### src/logic/umpl_cfg.svh
`ifndef UMPL_CFG_SVH
`define UMPL_CFG_SVH

// Register byte offsets
`define UMPL_ADDR_MODEM_CTRL 12'h000
`define UMPL_ADDR_FEATURE 12'h004
`define UMPL_ADDR_ENH_FEATURE 12'h008
`define UMPL_ADDR_ENH_MODE 12'h00c
`define UMPL_ADDR_INT_ENABLE 12'h010
`define UMPL_ADDR_ALT_FUNC 12'h014
`define UMPL_ADDR_PIN_STATUS 12'h018
`define UMPL_ADDR_BAUD_DIV 12'h01c

// Field positions
`define UMPL_MCR_DTR 0
`define UMPL_MCR_RTS 1
`define UMPL_MCR_OP2 3
`define UMPL_MCR_IR 6
`define UMPL_FEATURE_CONTROL_REG_IRINV 2
`define UMPL_FEATURE_CONTROL_REG_RS485 3
`define UMPL_EFR_AUTORTS 6
`define UMPL_EFR_AUTOCTS 7
`define UMPL_AFR_SEL_LO 1
`define UMPL_AFR_SEL_HI 2

// Reset values
`define UMPL_RST_BYTE 8'h00
`define UMPL_RST_DIV 16'h0001

`endif

### src/logic/umpl_pkg.sv
package umpl_pkg;
    typedef enum logic [1:0] {
        UMPL_MF_GPO,
        UMPL_MF_BAUD,
        UMPL_MF_RXRDY,
        UMPL_MF_RSVD
    } umpl_mf_sel_e;
endpackage

### src/logic/umpl_pins.sv
`timescale 1ns/100ps
`include "umpl_cfg.svh"

module umpl_pins
    import umpl_pkg::*;
(
    // Clock and reset
    input wire logic clock,
    input wire logic srst,
    // APB
    input wire logic psel,
    input wire logic penable,
    input wire logic pwrite,
    input wire logic [11:0] paddr,
    input wire logic [31:0] pwdata,
    input wire logic [3:0] pstrb,
    output logic [31:0] prdata,
    output logic pready,
    output logic pslverr,
    // UART core side
    input wire logic core_tx_bit,
    input wire logic core_tx_busy,
    input wire logic core_ir_tx,
    input wire logic core_rx_ready,
    input wire logic core_rts_flow,
    output logic core_rx_bit,
    output logic core_ir_rx,
    output logic core_tx_allow,
    // Serial pins
    input wire logic chan_a_serial_in,
    output logic chan_a_serial_out,
    output logic chan_a_request_to_send_n,
    input wire logic chan_a_clear_to_send_n,
    output logic chan_a_terminal_ready_n,
    input wire logic chan_a_set_ready_n,
    input wire logic chan_a_carrier_detect_n,
    input wire logic chan_a_ring_indicator_n,
    output logic chan_a_multifunction_out_n
);
    logic [7:0] modem_control_reg_ff;
    logic [7:0] feature_control_reg_ff;
    logic [7:0] enhanced_feature_reg_ff;
    logic [7:0] enhanced_mode_select_reg_ff;
    logic [7:0] interrupt_enable_reg_ff;
    logic [7:0] alternate_function_reg_ff;
    logic [15:0] baud_div_ff;
    logic [15:0] baud_cnt_ff;
    logic baud_clk_ff;
    logic [4:0] sync1_ff, sync2_ff, sync3_ff, pin_ff;
    logic tx_out_ff, rts_n_ff, dtr_n_ff, mf_n_ff;
    logic [31:0] prdata_ff;
    logic wr_en, rd_en, hit;
    logic ir_mode, auto_rts, auto_cts, rs485;
    umpl_mf_sel_e mf_sel;

    function automatic logic [7:0] byte_wr(input logic [7:0] old);
        byte_wr = pstrb[0] ? pwdata[7:0] : old;
    endfunction

    assign wr_en = psel & penable & pwrite;
    assign rd_en = psel & ~penable & ~pwrite;
    assign pready = 1'b1;
    assign prdata = prdata_ff;
    assign ir_mode = modem_control_reg_ff[`UMPL_MCR_IR];
    assign auto_rts = enhanced_feature_reg_ff[`UMPL_EFR_AUTORTS];
    assign auto_cts = enhanced_feature_reg_ff[`UMPL_EFR_AUTOCTS];
    assign rs485 = feature_control_reg_ff[`UMPL_FEATURE_CONTROL_REG_RS485];
    assign mf_sel = umpl_mf_sel_e'(
        alternate_function_reg_ff[`UMPL_AFR_SEL_HI:`UMPL_AFR_SEL_LO]);

    always_comb begin
        unique case (paddr)
            `UMPL_ADDR_MODEM_CTRL, `UMPL_ADDR_FEATURE,
            `UMPL_ADDR_ENH_FEATURE, `UMPL_ADDR_ENH_MODE,
            `UMPL_ADDR_INT_ENABLE, `UMPL_ADDR_ALT_FUNC,
            `UMPL_ADDR_PIN_STATUS, `UMPL_ADDR_BAUD_DIV: hit = 1'b1;
            default: hit = 1'b0;
        endcase
    end
    assign pslverr = psel & penable & ~hit;

    // Register writes
    always_ff @(posedge clock) begin
        if (srst) begin
            modem_control_reg_ff <= `UMPL_RST_BYTE;
            feature_control_reg_ff <= `UMPL_RST_BYTE;
            enhanced_feature_reg_ff <= `UMPL_RST_BYTE;
            enhanced_mode_select_reg_ff <= `UMPL_RST_BYTE;
            interrupt_enable_reg_ff <= `UMPL_RST_BYTE;
            alternate_function_reg_ff <= `UMPL_RST_BYTE;
            baud_div_ff <= `UMPL_RST_DIV;
        end else if (wr_en) begin
            unique case (paddr)
                `UMPL_ADDR_MODEM_CTRL:
                    modem_control_reg_ff <= byte_wr(modem_control_reg_ff);
                `UMPL_ADDR_FEATURE:
                    feature_control_reg_ff <= byte_wr(feature_control_reg_ff);
                `UMPL_ADDR_ENH_FEATURE:
                    enhanced_feature_reg_ff <=
                        byte_wr(enhanced_feature_reg_ff);
                `UMPL_ADDR_ENH_MODE:
                    enhanced_mode_select_reg_ff <=
                        byte_wr(enhanced_mode_select_reg_ff);
                `UMPL_ADDR_INT_ENABLE:
                    interrupt_enable_reg_ff <=
                        byte_wr(interrupt_enable_reg_ff);
                `UMPL_ADDR_ALT_FUNC:
                    alternate_function_reg_ff <=
                        byte_wr(alternate_function_reg_ff);
                `UMPL_ADDR_BAUD_DIV: begin
                    if (pstrb[0]) begin
                        baud_div_ff[7:0] <= pwdata[7:0];
                    end
                    if (pstrb[1]) begin
                        baud_div_ff[15:8] <= pwdata[15:8];
                    end
                end
                default: begin
                end
            endcase
        end
    end

    // Read data captured in setup phase
    always_ff @(posedge clock) begin
        if (srst) begin
            prdata_ff <= 32'h0000_0000;
        end else if (rd_en) begin
            unique case (paddr)
                `UMPL_ADDR_MODEM_CTRL:
                    prdata_ff <= {24'h000000, modem_control_reg_ff};
                `UMPL_ADDR_FEATURE:
                    prdata_ff <= {24'h000000, feature_control_reg_ff};
                `UMPL_ADDR_ENH_FEATURE:
                    prdata_ff <= {24'h000000, enhanced_feature_reg_ff};
                `UMPL_ADDR_ENH_MODE:
                    prdata_ff <= {24'h000000, enhanced_mode_select_reg_ff};
                `UMPL_ADDR_INT_ENABLE:
                    prdata_ff <= {24'h000000, interrupt_enable_reg_ff};
                `UMPL_ADDR_ALT_FUNC:
                    prdata_ff <= {24'h000000, alternate_function_reg_ff};
                `UMPL_ADDR_PIN_STATUS:
                    prdata_ff <= {27'h0000000, pin_ff};
                `UMPL_ADDR_BAUD_DIV:
                    prdata_ff <= {16'h0000, baud_div_ff};
                default: prdata_ff <= 32'h0000_0000;
            endcase
        end
    end

    // Three-stage pin synchronisers, change taken when stages 2 and 3 agree
    always_ff @(posedge clock) begin
        if (srst) begin
            sync1_ff <= 5'h1f;
            sync2_ff <= 5'h1f;
            sync3_ff <= 5'h1f;
            pin_ff <= 5'h1f;
        end else begin
            sync1_ff <= {chan_a_ring_indicator_n, chan_a_carrier_detect_n,
                chan_a_set_ready_n, chan_a_clear_to_send_n,
                chan_a_serial_in};
            sync2_ff <= sync1_ff;
            sync3_ff <= sync2_ff;
            for (int i = 0; i < 5; i++) begin
                if (sync2_ff[i] == sync3_ff[i]) begin
                    pin_ff[i] <= sync3_ff[i];
                end
            end
        end
    end

    // Receive path, standard and infrared with optional inversion
    assign core_rx_bit = pin_ff[0];
    assign core_ir_rx = ir_mode &
        (pin_ff[0] ^ feature_control_reg_ff[`UMPL_FEATURE_CONTROL_REG_IRINV]);
    assign core_tx_allow = ~auto_cts | ~pin_ff[1];

    // Transmit pin
    always_ff @(posedge clock) begin
        if (srst) begin
            tx_out_ff <= 1'b1;
        end else if (ir_mode) begin
            tx_out_ff <= core_tx_busy & core_ir_tx;
        end else begin
            tx_out_ff <= ~core_tx_busy | core_tx_bit;
        end
    end
    assign chan_a_serial_out = tx_out_ff;

    // Modem outputs
    always_ff @(posedge clock) begin
        if (srst) begin
            rts_n_ff <= 1'b1;
            dtr_n_ff <= 1'b1;
        end else begin
            if (rs485) begin
                rts_n_ff <= ~core_tx_busy;
            end else if (auto_rts) begin
                rts_n_ff <= ~(modem_control_reg_ff[`UMPL_MCR_RTS] &
                    core_rts_flow);
            end else begin
                rts_n_ff <= ~modem_control_reg_ff[`UMPL_MCR_RTS];
            end
            dtr_n_ff <= ~modem_control_reg_ff[`UMPL_MCR_DTR];
        end
    end
    assign chan_a_request_to_send_n = rts_n_ff;
    assign chan_a_terminal_ready_n = dtr_n_ff;

    // Sixteen-times baud clock
    always_ff @(posedge clock) begin
        if (srst) begin
            baud_cnt_ff <= 16'h0000;
            baud_clk_ff <= 1'b0;
        end else if (baud_cnt_ff >= baud_div_ff - 16'h0001) begin
            baud_cnt_ff <= 16'h0000;
            baud_clk_ff <= ~baud_clk_ff;
        end else begin
            baud_cnt_ff <= baud_cnt_ff + 16'h0001;
        end
    end

    // Multi-function output
    always_ff @(posedge clock) begin
        if (srst) begin
            mf_n_ff <= 1'b1;
        end else begin
            unique case (mf_sel)
                UMPL_MF_GPO:
                    mf_n_ff <= ~modem_control_reg_ff[`UMPL_MCR_OP2];
                UMPL_MF_BAUD: mf_n_ff <= baud_clk_ff;
                UMPL_MF_RXRDY: mf_n_ff <= ~core_rx_ready;
                default: mf_n_ff <= 1'b1;
            endcase
        end
    end
    assign chan_a_multifunction_out_n = mf_n_ff;
endmodule

### config.mk
export PLATFORM = sky130hd
export DESIGN_NAME = umpl_pins
export DESIGN_NICKNAME = d
export VERILOG_FILES = /design/src/logic/umpl_pkg.sv /design/src/logic/umpl_pins.sv
export VERILOG_INCLUDE_DIRS = /design/src /design/src/logic
export SDC_FILE = /design/constraint.sdc
export NUM_CORES = 1
export LEC_CHECK = 0
export BUFFER_PORTS_ARGS = -buffer_cell sky130_fd_sc_hd__buf_2
export CAP_MARGIN = 20
export CORE_MARGIN = 2
export CORE_UTILIZATION = 40
export DETAILED_ROUTE_END_ITERATION = 8
export GPL_ROUTABILITY_DRIVEN = 0
export GPL_TIMING_DRIVEN = 0
export PLACE_DENSITY = 0.73
export SYNTH_ARGS = -nofsm -noshare
export SYNTH_HDL_FRONTEND = slang
export SYNTH_SLANG_ARGS = --single-unit
### constraint.sdc
create_clock -name clock -period 3.1 [get_ports clock]
set_input_delay 0.155 -clock clock [delete_from_list [all_inputs] [get_ports clock]]
set_output_delay 0.155 -clock clock [all_outputs]
set_load 0.02 [all_outputs]
* Word level (Yosys, flattened, before mapping) *
Memory sizes are Yosys's and may differ from the RTL's.
Cells that the tools add are included.

operators by class
  bitwise operators = 23
  shift operators = 0
  order comparisons = 1
  reductions and logical operators = 12
  multiplexer cells = 6
  eq/ne operators = 14
  multipliers = 0
  div/mod/pow operators = 0
  $add $sub $neg = 2

operators with widths
  kind                                                                  number
  16-bit case mux with 8 select lines                                   1
  12-bit by 5-bit == test with 1-bit output, second input constant      4
  12-bit by 4-bit == test with 1-bit output, second input constant      2
  3-bit AND reduction                                                   8
  16-bit by 1-bit adder with 16-bit output, second input constant       1
  16-bit greater-or-equal comparator                                    1
  16-bit by 1-bit subtractor with 16-bit output, second input constant  1
  12-bit by 3-bit == test with 1-bit output, second input constant      1
  12-bit logical NOT                                                    1
  1-bit NOT                                                             12
  1-bit bitwise AND                                                     8
  7-bit logical NOT                                                     1
  1-bit == test                                                         5
  1-bit two-way mux                                                     4
  1-bit case mux with 3 select lines                                    1
  2-bit by 1-bit == test with 1-bit output, second input constant       1
  2-bit == test, second input constant                                  1
  2-bit logical NOT                                                     1
  1-bit bitwise OR                                                      2
  2-bit OR reduction                                                    1
  1-bit XOR                                                             1

word-level totals
  bits of input ports = 63
  bits in latches = 0
  output and inout port bits = 41
  register bits = 137
  logic and storage cells = 82
  bits in writable memories = 0
  memories = 1
  memory bits (read-only) = 32

memories
  memory           words  bits a word  read ports  clocked after Yosys merged registers in  wr ports  line             text
  (no name shown)  32     1            1           0                                        0         umpl_pins.sv:72  unique case (paddr)

* Depth between registers and ports, before layout *
  word-level depth = 4
  mapped depth = 12
  gate-level depth less buffers = 11

* Least setup slack after synthesis *
OpenSTA, ideal clock, no wires.

  kind = register -> register
  from = register baud_div_ff[2]
  to = register baud_cnt_ff[10]
  required time = 3.035 ns
  arrival time = 2.934 ns
  path buffers = 1
  path slack = 0.101 ns
  clock period less this slack = 2.999 ns
  library setup time = 0.065 ns
  stages on the path, launching flop included = 13
  cells stage by stage = dfxtp_1 or4_1 nor3_1 nand4_1 nor3_1 xnor2_1 ha_1 a21o_1 a21oi_1 o221ai_1 a211o_1 clkbuf_1 nor2_1

on the way
  word-level cells in the longest chain between the ends = 3

ends and longest elaborated chain
  element                                        line              text
  start, declared                                umpl_pins.sv:46   logic [15:0] baud_div_ff;
  start signal, assigned                         umpl_pins.sv:91   baud_div_ff <= `UMPL_RST_DIV;
  start signal, assigned                         umpl_pins.sv:112  baud_div_ff[7:0] <= pwdata[7:0];
  16-bit by 1-bit subtractor with 16-bit output  umpl_pins.sv:215  end else if (baud_cnt_ff >= baud_div_ff - 16'h0001) begin
  16-bit greater-or-equal comparator             umpl_pins.sv:215
  2-bit OR reduction (no line)                   n/a
  end signal, assigned                           umpl_pins.sv:219  baud_cnt_ff <= baud_cnt_ff + 16'h0001;
  end, declared                                  umpl_pins.sv:47   logic [15:0] baud_cnt_ff;

No other way between the ends.
A chain may end at the register's enable or synchronous reset.

* Worst setup path in the final report *
  from = register baud_div_ff[2]
  to = register baud_cnt_ff[6]

The elaborated chain is that of the path after synthesis.

==> results by group <==
Die
  – Initial Util: 0.404
  – Die W: between 100 and 150 um
  – Die H: 122 um
  – Die area: 14,800 um2
  – I/O pin count: approximately 100
  – Rows: 43
  – Core footprint: 13,700 um2

Routing
  – Drt first-iter violations: 339
  – # DRC: 0
  – Antenna-violating nets left: 0
  – Avg Vias per Cell: 5.11
  – Post-detailed-route wirelength per cell: around 15 um
  – Via count: 4,613
  – Routed WL: 14,000 um
  – First-pass DRT Iterations: 5

Cells and area
  – Most frequent cells in the layout: dfxtp_1 (119), nor2_1 (97), buf_2 (68)
  – Post-Layout Cell Count: approximately 900
  – Area occupied by multi-input gates: 2980 um2
  – Final core utilization: 0.509
  – Filler Cell Count: 1,243
  – Sequential Area: 2430 um2
  – Layout cell share with drive strength beyond 1: 0.238
  – Most common cell after layout, fill and taps aside: dfxtp_1
  – Area added between synthesis and finish: 25.9%
  – # diodes: 0
  – Final net count: 793

Timing
  – Shortest period the worst path allows: 3050 ps
  – Rel. slew slack: 0.405
  – Tcrit/Tclk final: 0.985
  – Setup repair after global routing missed its margin: true
  – Sum of negative setup slack: 0 ps
  – Final setup viols: 0
  – Final WS setup: 45.9 ps
  – Actual transition at the worst max-transition pin: 885 ps
  – Hold Vio Cnt, Final: 0
  – Worst Skew: 5.78 ps
  – Max Freq: between 300 and 400 MHz
  – Max Slew Vio Count: 0

Clock network
  – CTS Root Buffer Type: clkbuf_16
  – CTS clk-pin slew, worst paths: 50 ps
  – Clk Latency, worst-skew pair: slightly above 400 ps
  – Num Clock Sinks: 121
  – CTS tree: done
  – Total CTS buffers: 17
  – Maximum buffer depth of the clock tree: 2
  – Htree depth: 4

Synthesis
  – Cell variety after synth: 49
  – Number of flops mapped to enable cells by yosys: 0
  – Synth top area cells: dfxtp_1 (44%), mux2i_1 (11%), nor2_1 (7.0%)
  – Syn Area/Cell: approximately 9.3 um2
  – Seq cells post-synth: 121
  – Post-synth top area cell: dfxtp_1
  – FFs w/ async S/R, synth: 0
  – Cell count after synthesis: approximately 600
  – Top-area cell type share of the netlist area: 0.437
  – Top_reg_cell synth: dfxtp_1
  – Mapped Area: 5550 um2
  – Post-synthesis sequential area ratio: 0.437
  – Yosys Warn Count: 0

Global routing
  – Total track usage: 0.188
  – GRT met2 Usage: 0.297
  – Antenna violations before repair: 1
  – Met3 usage: 0.0571
  – Largest net degree at the start of global routing: 17
  – GR Layer Usage met1: 0.248
  – First-pass GRT wire length: 21,700 um
  – Layer with the highest usage: met2
  – Gr ovfl total: 0
  – Vias in the first global route: 4,249

Setup path
  – Arrival time of the worst setup path: 3400 ps
  – Crit-path max FO: 6
  – Worst Setup End Kind: flip-flop
  – CP Data Required Time: 3450 ps
  – CP Launch Type: flip-flop
  – WS Path Type: flip-flop to flip-flop

Placement
  – Placed instance count: 856
  – Post-DP HPWL: 9590 um
  – Place WS: -362 ps
  – Number of port buffers: 66

Hold path
  – Hold Crit Class: input port to flip-flop

Pwr
  – P_leak: 3.14 nW
  – Peak supply drop: 0.000371 V
  – Power Total: 3.68 mW
  – Pwr Density: about 530 nW/um2

Run
  – Max Cap Viol: 0

Run status
  – Status: finished clean
per-layer routing:
metal	vias up	wire (um)
li1	2269	-
met1	2129	6150
met2	189	6390
met3	24	1160
met4	2	275
met5	-	7
path summary, 6_finish.rpt:
check | from | endpoint | slack [ps] | depth (start not counted)
max | baud_div_ff[2] | baud_cnt_ff[6] | 50 | 12
min | pwdata[9] | baud_div_ff[9] | 10 | 3
max reg2reg | baud_div_ff[2] | baud_cnt_ff[6] | 50 | 12
min reg2reg | sync1_ff[1] | sync2_ff[1] | 410 | 1
area by class of cell:
cell class              instances  share of cell area
flip-flops and latches        121               0.348
multi-input cells             433               0.427
inverters                      12             0.00645
clock buffers                  22              0.0693
clock inverters                 8              0.0136
well taps                     180              0.0322
repair buffers                 83              0.0688
plain buffers                  44              0.0351
critical path: stages, from the launching register on:
cell	delay, ps
dfxtp_4	360
or4_4	550
nor3_4	210
nand4_1	200
nor3_2	190
xnor2_1	150
ha_1	260
a21o_1	180
a21oi_1	180
o221ai_2	130
a211o_1	300
buf_4	180
nor2_1	100
cells in the mapped netlist, types with 4 or more instances:
cell type / n
a211o_1: 4
a21oi_1: 22
a221o_1: 4
a22o_1: 12
a22oi_1: 14
buf_4: 17
clkbuf_1: 24
dfxtp_1: 121
ha_1: 18
inv_1: 12
mux2_2: 9
mux2i_1: 63
nand2_1: 35
nand2b_1: 5
nand3_1: 14
nand4_1: 6
nor2_1: 103
nor2b_1: 4
nor3_1: 12
o21ai_0: 8
o21bai_1: 5
or2_2: 15
xnor2_1: 14
xor2_1: 15
where the power goes:
group | switching, mW | total, mW | internal (mW)
logic | 0.114 | 0.188 | 0.0738
clock network | 0.667 | 1.92 | 1.25
registers | 0.00475 | 1.57 | 1.56
total | 0.786 | 3.68 | 2.89
cells by family (layout without fill, tap and decap cells):
logic type,after synthesis,after routing,synth area share
other cells,2,17,0.00135
flops,121,121,0.437
simple gates,215,215,0.182
mux,75,75,0.144
buf+inv,56,169,0.0510
xor+xnor,29,29,0.0458
fa+ha+maj,18,18,0.0406
compound gates,79,79,0.0992
metrics by stage:
stage | cell area [um2] | hold WS (ps)
2_1_floorplan | 5610 | 259
3_3_place_gp | 6160 | 338
3_5_place_dp | 6160 | 339
4_1_cts | 6890 | 10.8
5_1_grt | 6990 | 21.3
6_report | 6990 | 10.3
timing repair:
| action | CTS | global route |
|---|---|---|
| cloned | 0 | 1 |
| hold buffers | 10 | 0 |
| pin swaps | 2 | 6 |
| hold endpoints to repair | 10 | 0 |
| setup endpoints to repair | 17 | 17 |
| buffers inserted | 2 | 4 |
| resized for setup | 7 | 20 |
No activity file was read; power rests on OpenSTA's default activity.
